$ cat config.mk
export PLATFORM = sky130hd
export DESIGN_NAME = firing_rate_limit_arbiter
export DESIGN_NICKNAME = d
export VERILOG_FILES = /design/src/design/rate_limit_pkg.sv /design/src/design/stepped_limit.sv /design/src/design/firing_rate_limit_arbiter.sv
export SDC_FILE = /design/constraint.sdc
export NUM_CORES = 1
export LEC_CHECK = 0
export BUFFER_PORTS_ARGS = -buffer_cell sky130_fd_sc_hd__buf_4
export CORE_MARGIN = 5
export CORE_UTILIZATION = 55
export DETAILED_ROUTE_END_ITERATION = 16
export PLACE_DENSITY = 0.78
export SETUP_SLACK_MARGIN = 0.1
export SYNTH_ARGS = -nofsm -noshare
export SYNTH_HDL_FRONTEND = slang
export SYNTH_SLANG_ARGS = --single-unit
$ cat constraint.sdc
create_clock -name clock -period 15 [get_ports clock]
set_input_delay 3.75 -clock clock [delete_from_list [all_inputs] [get_ports clock]]
set_output_delay 3.75 -clock clock [all_outputs]
set_load 0.01 [all_outputs]
$ cat src/design/rate_limit_pkg.sv
package rate_limit_pkg;

    // -----------------------------------------------------------------
    // Register map
    // -----------------------------------------------------------------
    localparam logic [7:0] ADDR_CTRL      = 8'h00;
    localparam logic [7:0] ADDR_PRIO      = 8'h04;
    localparam logic [7:0] ADDR_RATES     = 8'h08;
    localparam logic [7:0] ADDR_DT_CFG    = 8'h0C;
    localparam logic [7:0] ADDR_STK_CFG   = 8'h10;
    localparam logic [7:0] ADDR_OUT_CFG   = 8'h14;
    localparam logic [7:0] ADDR_DELAYS    = 8'h18;
    localparam logic [7:0] ADDR_STATUS    = 8'h1C;
    localparam logic [7:0] ADDR_RATE_OUT  = 8'h20;

    // -----------------------------------------------------------------
    // Control register fields
    // -----------------------------------------------------------------
    localparam int CTRL_DT_EN      = 0;
    localparam int CTRL_STK_EN     = 1;
    localparam int CTRL_SS_EN      = 2;
    localparam int CTRL_OUT_EN     = 3;
    localparam int CTRL_FR_EN      = 4;
    localparam int CTRL_AC_EN      = 5;
    localparam int CTRL_DT_LOCK    = 6;
    localparam int CTRL_STK_LOCK   = 7;
    localparam int CTRL_ALERT_CLR  = 8;

    // Reducer indices inside the priority vector.
    localparam int RED_DT  = 0;
    localparam int RED_STK = 1;
    localparam int RED_SS  = 2;
    localparam int RED_OUT = 3;
    localparam int RED_FR  = 4;
    localparam int NUM_RED = 5;

    // -----------------------------------------------------------------
    // Reset values and timing
    // -----------------------------------------------------------------
    localparam logic [31:0] CTRL_RESET  = 32'h0000_0000;
    localparam logic [4:0]  PRIO_RESET  = 5'h00;
    localparam logic [7:0]  RATE_MAX_RESET = 8'hFF;
    localparam logic [7:0]  RATE_MIN_RESET = 8'h00;
    localparam logic [7:0]  THRESH_NONE = 8'h00;
    localparam int          STEP_ENTRY_DEG = 10;
    localparam int          STEP_PITCH_DEG = 2;
    localparam int          STEP_HYST_DEG  = 2;
    localparam int          NUM_STEPS      = 5;
    localparam int          CLOCK_HZ       = 50_000_000;
    localparam int          TICK_US        = 1000;
    localparam int          TICK_CYCLES    = CLOCK_HZ / 1_000_000 * TICK_US;

    // -----------------------------------------------------------------
    // Carriers
    // -----------------------------------------------------------------
    typedef struct packed {
        logic [NUM_RED-1:0] req;
        logic [7:0]         ss_rate;
        logic [7:0]         fr_rate;
        logic               ac_req;
        logic [7:0]         ac_rate;
    } limit_req_t;

    typedef struct packed {
        logic lockout;
        logic recycle;
        logic hold;
    } burner_resp_t;

endpackage : rate_limit_pkg

$ cat src/design/stepped_limit.sv
`timescale 1ns/1ps
module stepped_limit (
    // Clock and reset
    input  wire logic       clock,
    input  wire logic       rst,
    // Enable, monitored distance, rate range and update strobe
    input  wire logic       enable,
    input  wire logic [8:0] margin,
    input  wire logic [7:0] rate_max,
    input  wire logic [7:0] rate_min,
    input  wire logic       update,
    // Result
    output logic [2:0]      step,
    output logic [7:0]      cap,
    output logic            active
);
    import rate_limit_pkg::*;

    logic [2:0] step_reg;
    logic [2:0] step_next;
    logic [2:0] entry_step;
    logic [8:0] exit_bound;
    logic [7:0] stepsize;
    logic [10:0] cut;

    // Entry step for a distance: 10 deg gives step 1, each 2 deg closer adds one.
    assign entry_step = (margin > 9'(STEP_ENTRY_DEG)) ? 3'd0 :
                        (margin <= 9'(STEP_PITCH_DEG)) ? 3'(NUM_STEPS) :
                        3'(1 + (STEP_ENTRY_DEG - int'(margin)) / STEP_PITCH_DEG);
    // Leaving the present step needs the distance to pass its entry bound plus hysteresis.
    assign exit_bound = 9'(STEP_ENTRY_DEG + STEP_HYST_DEG
                        - (int'(step_reg) - 1) * STEP_PITCH_DEG);

    always_comb begin
        step_next = step_reg;
        if (!enable) begin
            step_next = 3'd0;
        end else if (entry_step > step_reg) begin
            step_next = entry_step;
        end else if (step_reg != 3'd0 && margin > exit_bound) begin
            step_next = step_reg - 3'd1;
        end
    end

    always_ff @(posedge clock or posedge rst) begin
        if (rst) begin
            step_reg <= 3'd0;
        end else if (update) begin
            step_reg <= step_next;
        end
    end

    // The cap steps down one fifth of the range per step, ending at minimum.
    assign stepsize = (rate_max - rate_min) / 8'(NUM_STEPS);
    assign cut      = 11'(stepsize) * 11'(step_reg);
    assign cap      = (step_reg == 3'(NUM_STEPS)) ? rate_min : 8'(rate_max - cut[7:0]);
    assign step     = step_reg;
    assign active   = step_reg != 3'd0;

endmodule : stepped_limit

$ cat src/design/firing_rate_limit_arbiter.sv
// What this block does
// - Delta, stack, slow start, outlet and forced rate are all reducers.
// - One priority setting gives anticondensation precedence per reducer.
// - A limit is active only when enabled and requesting.
// - Anticondensation alone active sets the firing rate.
// - Otherwise the lowest rate among active reducers outranking anticondensation wins.
// - Anticondensation outranking every active reducer sets the rate.
// - Without anticondensation the lowest active reducer rate wins.
// - Alert for delta, stack, outlet, anticondensation limits; not slow start, forced.
// - Delta enable switches both its rate limit and its burner response.
// - Delta trips when outlet exceeds inlet by more than a nonzero threshold.
// - Stepped limiting caps the rate as delta nears its threshold.
// - Delta trip locks out, or recycles with alert, holds delay, retries.
// - Stack enable switches both its safety response and rate limit.
// - Stack trips when stack temperature reaches or exceeds its setpoint.
// - Stepped limiting caps the rate as stack nears its setpoint.
// - Steps of one fifth range from 10 deg, every 2 deg, to minimum.
// - Returning to a looser step needs 2 deg extra distance.
`timescale 1ns/1ps
module firing_rate_limit_arbiter #(
    parameter int TICK_COUNT = rate_limit_pkg::TICK_CYCLES
) (
    // Clock and reset
    input  wire logic                       clock,
    input  wire logic                       rst,
    // Register port
    input  wire logic [7:0]                 addr,
    input  wire logic [31:0]                wdata,
    input  wire logic                       wr_en,
    input  wire logic                       rd_en,
    output logic [31:0]                     rdata,
    // Temperatures and demand
    input  wire logic [7:0]                 inlet_temp,
    input  wire logic [7:0]                 outlet_temp,
    input  wire logic [7:0]                 stack_temp,
    input  wire logic [8:0]                 outlet_margin,
    input  wire logic [7:0]                 demand_rate,
    input  wire logic                       demand,
    input  wire rate_limit_pkg::limit_req_t limits,
    // Sequencer side
    output rate_limit_pkg::burner_resp_t    response,
    output logic [7:0]                      firing_rate,
    output logic                            alert
);
    import rate_limit_pkg::*;

    // -----------------------------------------------------------------
    // Registers
    // -----------------------------------------------------------------
    logic [31:0] ctrl_reg;
    logic [4:0]  prio_reg;
    logic [7:0]  rmax_reg;
    logic [7:0]  rmin_reg;
    logic [7:0]  dt_thr_reg;
    logic [7:0]  stk_set_reg;
    logic [15:0] dt_delay_reg;
    logic [15:0] stk_delay_reg;
    logic [31:0] rdata_reg;
    logic [31:0] rdata_next;
    logic [7:0]  rate_reg;
    logic [7:0]  rate_next;
    logic        alert_reg;
    logic        alert_next;
    logic [31:0] tick_cnt_reg;
    logic        tick;

    // -----------------------------------------------------------------
    // Register decode
    // -----------------------------------------------------------------
    wire w_ctrl  = wr_en && addr == ADDR_CTRL;
    wire w_prio  = wr_en && addr == ADDR_PRIO;
    wire w_rates = wr_en && addr == ADDR_RATES;
    wire w_dt    = wr_en && addr == ADDR_DT_CFG;
    wire w_stk   = wr_en && addr == ADDR_STK_CFG;
    wire w_dly   = wr_en && addr == ADDR_DELAYS;
    wire alert_clr = w_ctrl && wdata[CTRL_ALERT_CLR];

    always_ff @(posedge clock or posedge rst) begin
        if (rst) begin
            ctrl_reg      <= CTRL_RESET;
            prio_reg      <= PRIO_RESET;
            rmax_reg      <= RATE_MAX_RESET;
            rmin_reg      <= RATE_MIN_RESET;
            dt_thr_reg    <= THRESH_NONE;
            stk_set_reg   <= THRESH_NONE;
            dt_delay_reg  <= 16'h0000;
            stk_delay_reg <= 16'h0000;
        end else begin
            if (w_ctrl) ctrl_reg <= {24'h000000, wdata[7:0]};
            if (w_prio) prio_reg <= wdata[4:0];
            if (w_rates) begin
                rmin_reg <= wdata[7:0];
                rmax_reg <= wdata[15:8];
            end
            if (w_dt) dt_thr_reg <= wdata[7:0];
            if (w_stk) stk_set_reg <= wdata[7:0];
            if (w_dly) begin
                dt_delay_reg  <= wdata[15:0];
                stk_delay_reg <= wdata[31:16];
            end
        end
    end

    // -----------------------------------------------------------------
    // Control update tick
    // -----------------------------------------------------------------
    assign tick = tick_cnt_reg == 32'(TICK_COUNT - 1);

    always_ff @(posedge clock or posedge rst) begin
        if (rst) begin
            tick_cnt_reg <= 32'h0000_0000;
        end else begin
            tick_cnt_reg <= tick ? 32'h0000_0000 : tick_cnt_reg + 32'h0000_0001;
        end
    end

    // -----------------------------------------------------------------
    // Delta, stack and outlet limit evaluation
    // -----------------------------------------------------------------
    wire       dt_en   = ctrl_reg[CTRL_DT_EN];
    wire       stk_en  = ctrl_reg[CTRL_STK_EN];
    wire       out_hot = outlet_temp > inlet_temp;
    wire [7:0] dt_diff = out_hot ? outlet_temp - inlet_temp : 8'h00;
    // An unset threshold never trips and keeps the delta stepped limit switched off.
    wire       dt_trip = dt_en && out_hot && dt_thr_reg != THRESH_NONE
                         && dt_diff > dt_thr_reg;
    wire       stk_trip = stk_en && stk_set_reg != THRESH_NONE
                          && stack_temp >= stk_set_reg;
    wire [8:0] dt_margin  = (dt_diff >= dt_thr_reg) ? 9'h000 : 9'(dt_thr_reg - dt_diff);
    wire [8:0] stk_margin = (stack_temp >= stk_set_reg) ? 9'h000
                            : 9'(stk_set_reg - stack_temp);

    logic [7:0] dt_cap;
    logic [7:0] stk_cap;
    logic [7:0] out_cap;
    logic       dt_lim;
    logic       stk_lim;
    logic       out_lim;

    stepped_limit u_dt_step (
        .clock    (clock),
        .rst      (rst),
        .enable   (dt_en && dt_thr_reg != THRESH_NONE),
        .margin   (dt_margin),
        .rate_max (rmax_reg),
        .rate_min (rmin_reg),
        .update   (tick),
        .step     (),
        .cap      (dt_cap),
        .active   (dt_lim)
    );

    stepped_limit u_stk_step (
        .clock    (clock),
        .rst      (rst),
        .enable   (stk_en && stk_set_reg != THRESH_NONE),
        .margin   (stk_margin),
        .rate_max (rmax_reg),
        .rate_min (rmin_reg),
        .update   (tick),
        .step     (),
        .cap      (stk_cap),
        .active   (stk_lim)
    );

    stepped_limit u_out_step (
        .clock    (clock),
        .rst      (rst),
        .enable   (ctrl_reg[CTRL_OUT_EN]),
        .margin   (outlet_margin),
        .rate_max (rmax_reg),
        .rate_min (rmin_reg),
        .update   (tick),
        .step     (),
        .cap      (out_cap),
        .active   (out_lim)
    );

    // -----------------------------------------------------------------
    // Burner responses
    // -----------------------------------------------------------------
    logic [15:0] dt_hold_reg;
    logic [15:0] stk_hold_reg;
    logic        lock_reg;
    logic        recycle_reg;

    wire dt_lockout  = dt_trip && ctrl_reg[CTRL_DT_LOCK];
    wire stk_lockout = stk_trip && ctrl_reg[CTRL_STK_LOCK];
    wire dt_recycle  = dt_trip && !ctrl_reg[CTRL_DT_LOCK] && dt_hold_reg == 16'h0000;
    wire stk_recycle = stk_trip && !ctrl_reg[CTRL_STK_LOCK] && stk_hold_reg == 16'h0000;

    // Lockout is latched until reset; the sequencer must not clear it silently.
    always_ff @(posedge clock or posedge rst) begin
        if (rst) begin
            lock_reg     <= 1'b0;
            recycle_reg  <= 1'b0;
            dt_hold_reg  <= 16'h0000;
            stk_hold_reg <= 16'h0000;
        end else begin
            lock_reg    <= lock_reg || dt_lockout || stk_lockout;
            recycle_reg <= dt_recycle || stk_recycle;
            if (dt_recycle) begin
                dt_hold_reg <= dt_delay_reg | 16'h0001;
            end else if (tick && dt_hold_reg != 16'h0000) begin
                dt_hold_reg <= dt_hold_reg - 16'h0001;
            end
            if (stk_recycle) begin
                stk_hold_reg <= stk_delay_reg | 16'h0001;
            end else if (tick && stk_hold_reg != 16'h0000) begin
                stk_hold_reg <= stk_hold_reg - 16'h0001;
            end
        end
    end

    // Retry happens when hold drops while demand remains.
    assign response.lockout = lock_reg;
    assign response.recycle = recycle_reg;
    assign response.hold    = (dt_hold_reg != 16'h0000 || stk_hold_reg != 16'h0000)
                              && demand;

    // -----------------------------------------------------------------
    // Arbitration
    // -----------------------------------------------------------------
    logic [NUM_RED-1:0] red_act;
    logic [7:0]         red_rate [NUM_RED];

    assign red_act[RED_DT]  = dt_lim;
    assign red_act[RED_STK] = stk_lim;
    assign red_act[RED_SS]  = ctrl_reg[CTRL_SS_EN] && limits.req[RED_SS];
    assign red_act[RED_OUT] = out_lim;
    assign red_act[RED_FR]  = ctrl_reg[CTRL_FR_EN] && limits.req[RED_FR];
    assign red_rate[RED_DT]  = dt_cap;
    assign red_rate[RED_STK] = stk_cap;
    assign red_rate[RED_SS]  = limits.ss_rate;
    assign red_rate[RED_OUT] = out_cap;
    assign red_rate[RED_FR]  = limits.fr_rate;

    wire ac_act = ctrl_reg[CTRL_AC_EN] && limits.ac_req;
    // Reducers that beat anticondensation; all of them when it is idle.
    wire [NUM_RED-1:0] winners = ac_act ? (red_act & ~prio_reg) : red_act;

    always_comb begin
        rate_next = demand_rate;
        if (winners != '0) begin
            rate_next = 8'hFF;
            for (int i = 0; i < NUM_RED; i++) begin
                if (winners[i] && red_rate[i] < rate_next) begin
                    rate_next = red_rate[i];
                end
            end
            // A winning forced rate drops the demand cap for every winner; otherwise caps only lower it.
            if (!winners[RED_FR] && demand_rate < rate_next) begin
                rate_next = demand_rate;
            end
        end else if (ac_act) begin
            rate_next = limits.ac_rate;
        end
    end

    wire ac_effect = ac_act && winners == '0;
    assign alert_next = (alert_reg && !alert_clr) || dt_lim || stk_lim || out_lim
                        || ac_effect || dt_recycle;

    always_ff @(posedge clock or posedge rst) begin
        if (rst) begin
            rate_reg  <= 8'h00;
            alert_reg <= 1'b0;
        end else if (tick) begin
            rate_reg  <= rate_next;
            alert_reg <= alert_next;
        end else begin
            alert_reg <= (alert_reg && !alert_clr) || dt_recycle;
        end
    end

    assign firing_rate = rate_reg;
    assign alert       = alert_reg;

    // -----------------------------------------------------------------
    // Read path
    // -----------------------------------------------------------------
    wire [31:0] status_word = {16'h0000, 3'b000, ac_act, red_act, lock_reg,
                               stk_trip, dt_trip, alert_reg, stk_hold_reg != 16'h0000,
                               dt_hold_reg != 16'h0000, recycle_reg};

    always_comb begin
        rdata_next = 32'h0000_0000;
        unique case (addr)
            ADDR_CTRL:     rdata_next = ctrl_reg;
            ADDR_PRIO:     rdata_next = {27'h0000000, prio_reg};
            ADDR_RATES:    rdata_next = {16'h0000, rmax_reg, rmin_reg};
            ADDR_DT_CFG:   rdata_next = {24'h000000, dt_thr_reg};
            ADDR_STK_CFG:  rdata_next = {24'h000000, stk_set_reg};
            ADDR_DELAYS:   rdata_next = {stk_delay_reg, dt_delay_reg};
            ADDR_STATUS:   rdata_next = status_word;
            ADDR_RATE_OUT: rdata_next = {24'h000000, rate_reg};
            default:       rdata_next = 32'h0000_0000;
        endcase
    end

    always_ff @(posedge clock or posedge rst) begin
        if (rst) begin
            rdata_reg <= 32'h0000_0000;
        end else begin
            rdata_reg <= rd_en ? rdata_next : 32'h0000_0000;
        end
    end

    assign rdata = rdata_reg;

endmodule : firing_rate_limit_arbiter

Yosys cells after proc, flatten, opt, wreduce, memory -nomap -nowiden
Index checks and enable logic that the tools add are counted.

storage, ports and cells
  register bits = 193
  memories = 0
  logic and storage cells = 202
  ROM bits = 0
  latch bits = 0
  memory bits (writable) = 0
  input bits = 116

operators by class
  $add $sub $neg = 28
  reduce and logical (&&, ||, !) cells = 67
  equal/unequal tests = 14
  divide/modulo/power cells = 1
  magnitude comparators = 22
  multiply operators = 3
  bitwise logic cells = 5
  shifts and indexed selects = 0
  muxes and demuxes = 43

operators by type and width
  kind                                                             count
  one-hot mux 32 bit (8 select lines)                              1
  2-to-1 mux 8 bit                                                 17
  2-to-1 mux 16 bit                                                4
  2-to-1 mux 32 bit                                                2
  2-to-1 mux 3 bit                                                 15
  < comparator 8 bit                                               5
  subtractor 8 bit                                                 5
  logical AND 1 bit                                                36
  adder 32 x 1 -> 32 bit (second input constant)                   1
  == test 32 x 16 -> 1 bit (second input constant)                 1
  zero test 16 bit                                                 2
  nonzero test 16 bit                                              2
  subtractor 16 x 1 -> 16 bit (second input constant)              2
  subtractor 4 x 9 -> 10 bit (first input constant)                3
  greater-than comparator 9 x 4 -> 1 bit (second input constant)   3
  greater-than comparator 9 bit                                    3
  less-or-equal comparator 9 x 2 -> 1 bit (second input constant)  3
  subtractor 5 x 9 -> 9 bit (first input constant)                 3
  == test 8 x 5 -> 1 bit (second input constant)                   3
  multiplier 8 x 3 -> 8 bit                                        3
  2-to-1 mux 9 bit                                                 2
  subtractor 8 x 8 -> 9 bit                                        2
  == test 8 x 4 -> 1 bit (second input constant)                   2
  >= comparator 8 bit                                              2
  27 further kinds                                                 61

Logic depth before layout (Yosys ltp)
  depth in word-level cells = 29
  mapped depth = 88
  mapped depth without buffers = 81

By module
Synthesis repeated with hierarchy kept, for this count alone.

second synthesis, totals
  cell total of the unflattened synthesis = 2253
  area, all modules = 18984.5 um^2

modules (own cells, without submodules)
  module                       area each (um^2)  cells an instance  seq. area each (um^2)  instances
  firing_rate_limit_arbiter    11038.1           1161               4614.4                 1
  stepped_limit at u_dt_step   2705.1            378                75.1                   1
  stepped_limit at u_out_step  2646.3            362                75.1                   1
  stepped_limit at u_stk_step  2595.0            352                75.1                   1

Worst setup path before layout
OpenSTA, ideal clock, no wires.

  kind = flip-flop to flip-flop
  start = register rmax_reg[0]
  end = register rate_reg[1] (netlist: firing_rate[1])
  data arrival time = 15742 ps
  stages on the path, launching flop included = 77
  slack = -868 ps
  library setup time = 126 ps
  path buffers = 6
  cells stage by stage = dfstp_2 -> clkbuf_1 -> inv_1 -> ha_1 -> nand2b_1 -> a211oi_4 -> a31oi_2 -> a2111oi_4 -> a221oi_1 -> a31o_1 -> and2_1 -> ha_1 -> nand3b_1 -> a221o_1 -> a221oi_2 -> buf_4 -> nor2_1 -> fa_1 -> (+41 left out) -> ha_1 -> a21oi_1 -> nor2b_1 -> o21ai_0 -> nand3_1 -> or4b_1 -> a32oi_4 -> mux2_2 -> ha_1 -> a21o_1 -> a21oi_1 -> nor2b_1 -> a2111oi_0 -> nor4b_1 -> a22o_1 -> nor2b_1 -> buf_1 -> a221o_1

between the ends
  cells in the longest elaborated chain, start to end = 29

ends and longest elaborated chain
  element                    line                              text
  start, declared            firing_rate_limit_arbiter.sv:52   logic [7:0] rmax_reg;
  start signal, assigned     firing_rate_limit_arbiter.sv:93   rmax_reg <= wdata[15:8];
  subtractor 8 bit           stepped_limit.sv:54               assign stepsize = (rate_max - rate_min) / 8'(NUM_STEPS);
  divider 8 x 3 -> 8 bit     stepped_limit.sv:54
  multiplier 8 x 3 -> 8 bit  stepped_limit.sv:55               assign cut = 11'(stepsize) * 11'(step_reg);
  subtractor 8 bit           stepped_limit.sv:56               assign cap = (step_reg == 3'(NUM_STEPS)) ? rate_min : 8'(rate_max - cut[7:0]);
  2-to-1 mux 8 bit           stepped_limit.sv:56
  < comparator 8 bit         firing_rate_limit_arbiter.sv:247  if (winners[i] && red_rate[i] < rate_next) begin
  logical AND 1 bit          firing_rate_limit_arbiter.sv:247
  2-to-1 mux 8 bit           firing_rate_limit_arbiter.sv:247
  (+13 left out)             n/a
  < comparator 8 bit         firing_rate_limit_arbiter.sv:247
  logical AND 1 bit          firing_rate_limit_arbiter.sv:247
  2-to-1 mux 8 bit (*)       firing_rate_limit_arbiter.sv:247
  2-to-1 mux 8 bit (*)       firing_rate_limit_arbiter.sv:244  if (winners != '0) begin
  < comparator 8 bit         firing_rate_limit_arbiter.sv:252  if (!winners[RED_FR] && demand_rate < rate_next) begin
  logical AND 1 bit          firing_rate_limit_arbiter.sv:252
  2-to-1 mux 8 bit (*)       firing_rate_limit_arbiter.sv:252
  2-to-1 mux 8 bit (*)       firing_rate_limit_arbiter.sv:244
  end signal, assigned       firing_rate_limit_arbiter.sv:269  rate_reg <= rate_next;
  end, declared              firing_rate_limit_arbiter.sv:60   logic [7:0] rate_reg;

Mark *: on every way between the ends. The rest lies on a longest branch, timed or not. The select of a mux whose other input is x is not followed.
A chain may end at the register's enable or synchronous reset.

Worst setup path in the final report
Ends and elaborated chain as after synthesis.

==> flow_summary.json <==
{
  "status": "complete, but fails checks",
  "violations": "setup timing",
  "worst_pin_slew_ns": 1.20,
  "drtAntennaViolNets": 0,
  "netlist.area_leader.share_pct": 28.4,
  "dr.pass1.iters": 7,
  "syn-instance-count": 1844,
  "maxSlewHeadroom_pct": 19.6,
  "seq_area_frac_synth_pct": 29.7,
  "die_h_um": 182,
  "clockBufferDepth": 2,
  "final_nets": 2434,
  "cp.arrival_ns": 15.69,
  "cp_max_fo": 8,
  "yosys-top-cells-count": "208 x nand2_1, 185 x dfrtp_1, 148 x ha_1",
  "numClockSinks": 193,
  "rr_startpoint": "rmax_reg[0]$_DFFE_PP1P_",
  "drive_gt1_share_pct": 27.1,
  "critical_path_class": "reg2reg",
  "via_count": 15700,
  "cts_root_buf": "clkbuf_16",
  "cts_buffers": 17,
  "insertion_delay_ns": 0.46,
  "reg2reg_slack_ns": -0.35,
  "viasPerCell": 6.17,
  "wl_per_cell_um": 20.1,
  "grt_pass1_vias": 15700,
  "whs_endpoint": "tick_cnt_reg[20]$_DFF_PP0_",
  "gp_congestion": 0.949,
  "synth_top_flop_cell": "dfrtp_1",
  "slowest_delay_ns": 0.60,
  "required_ns": 15.35,
  "antenna_found_initial": 0,
  "hpwl_um": 38200,
  "synth_seq_cells": 193,
  "start_util_pct": 55.4,
  "rows": 63,
  "syn_area_per_cell_um2": 8.83,
  "pin_count": 160,
  "drtIter0Drc": 1261,
  "final_core_util_pct": 69.5,
  "yosysMostFrequentCell": "nand2_1",
  "nFillCells": 2270,
  "num_antenna_cells": 0,
  "reg2regPathDepth": 77,
  "async_reset_ff_share_pct": 100,
  "grt_remaining_overflow": 0,
  "drv_cap": 0,
  "cp_slowest_cell": "or4b_4",
  "drc_errors": 0,
  "min_period_ns": 15.35,
  "yosysTopAreaCell": "dfrtp_1",
  "synthesis.nets": 2139,
  "synth_warnings": 0,
  "drv_slew": 0,
  "htreeDepth": 4,
  "synthesis.area_um2": 16300,
  "r2r-end": "firing_rate[1]$_DFFE_PP0P_",
  "core_um2": 29400,
  "cts_tree": "built",
  "fin_cells": 2542,
  "dieArea_um2": 33100,
  "hp-start": "tick_cnt_reg[20]$_DFF_PP0_",
  "fmaxAchievable_ghz": 0.0652,
  "area_growth_pct": 25.6,
  "multi_input_area_um2": 11400,
  "clk_pin_slew_ns": 0.09,
  "register_area_um2": 4840,
  "min_delay_path_depth": 1,
  "die_x_um": 182,
  "end_kind": "flip-flop",
  "grt_max_degree": 114,
  "rsz0062_at_grt": "yes",
  "start_kind": "flip-flop",
  "synth.area.top_cells": "dfrtp_1 28%, ha_1 11%, mux2_2 6.4%, nand2_1 4.8%, fa_1 3.8%",
  "synth_edf_count": 0,
  "numPortBuffers": 156,
  "tns_ns": -2.40,
  "dp.cells": 2479,
  "period_share_pct": 102,
  "finalSetupViolations": 8,
  "skew_ns": 0.0175,
  "postCtsHoldBufs": 0,
  "routed_wirelength_um": 51100,
  "crit_top_cell": "ha_1",
  "fin_ws_ns": -0.349,
  "hold_violations": 0,
  "hold_class": "reg2reg",
  "synth_cell_types": 90,
  "grt_pass1_wl_um": 81300,
  "track_usage_pct": 30.0
}
-- cell type report --
class	count	share of cell area (%)
multi-input cells	1460	55.7
inverters	135	2.53
clock buffers	17	2.08
well taps	390	2.39
flip-flops and latches	193	23.7
clock inverters	15	1.16
repair buffers	332	12.4
-- worst max-delay path, delay by kind of cell (launching register included) --
kind            cells  cell delay (ns)
fa+ha+maj          11             3.18
mux                 2             0.63
simple gates       25             3.76
compound gates     29             6.24
flops               1             0.38
buf+inv             9             0.90
xor+xnor            1             0.11
-- kinds of logic (layout without fill, tap and decap cells) --
group,Yosys count,count (layout),synth area share (%)
DFF,193,193,29.7
xor gates and xnor gates,106,106,5.79
buffers and inverters,192,499,4.56
adders and majority gates,180,180,15.2
and+or+nand+nor,635,636,18.9
AOI/OAI and AO/OA,430,430,18.4
muxes,108,108,7.36
-- placed cells by master, fill, tap and decap left out, types with 15 or more instances in the layout --
master,netlist,routed
nand2_1,208,205
a21oi_1,95,90
buf_4,3,321
and2_1,21,18
nor4_1,29,26
inv_1,135,129
o21ai_0,86,74
clkbuf_16,0,17
nand3_1,42,41
nor2b_1,25,22
mux2_2,93,84
nor3_1,57,54
nand2b_1,23,22
nand4_1,22,22
ha_1,148,134
dfrtp_1,185,184
nor2_1,135,123
xnor2_1,68,67
fa_1,31,30
and3_1,28,28
a21o_1,37,37
xor2_1,37,37
a221o_1,15,15
-- worst max path at each step --
stage                            startpoint                         end  depth (start not counted)
floorplan           rmax_reg[0]$_DFFE_PP1P_  firing_rate[1]$_DFFE_PP0P_                         78
global placement    rmax_reg[0]$_DFFE_PP1P_  firing_rate[5]$_DFFE_PP0P_                         71
detailed placement  rmax_reg[0]$_DFFE_PP1P_  firing_rate[5]$_DFFE_PP0P_                         74
CTS                 rmax_reg[0]$_DFFE_PP1P_  firing_rate[1]$_DFFE_PP0P_                         76
global route        rmax_reg[0]$_DFFE_PP1P_  firing_rate[1]$_DFFE_PP0P_                         75
finish              rmax_reg[0]$_DFFE_PP1P_  firing_rate[1]$_DFFE_PP0P_                         77
-- repair_timing --
action | in CTS | in global routing
gates cloned | 1 | 0
endpoints found under the setup margin | 8 | 8
pin swaps | 29 | 44
endpoints found under the hold margin | 0 | 0
resized for setup | 65 | 55
setup buffers | 14 | 16
-- metal layers --
layer / vias up / wire [um] / GRT usage, %
met2: 731 / 24600 / 50.1
met5: - / 0 / 0
met4: 0 / 2140 / 11.6
li1: 7242 / - / -
met3: 168 / 3630 / 4.85
met1: 7541 / 20800 / 39.1
-- through the flow --
stage,area [um^2],setup WS (ns),hold slack (ns)
floorplan,16400,0.105,0.447
global placement,19000,-0.222,0.469
detailed placement,19000,-0.589,0.468
finish,20400,-0.349,0.493
CTS,20100,0.126,0.493
global route,20400,-0.981,0.517
Power is not shown: default switching activity piles up to over one toggle a cycle in this logic, so the estimate is an artifact.
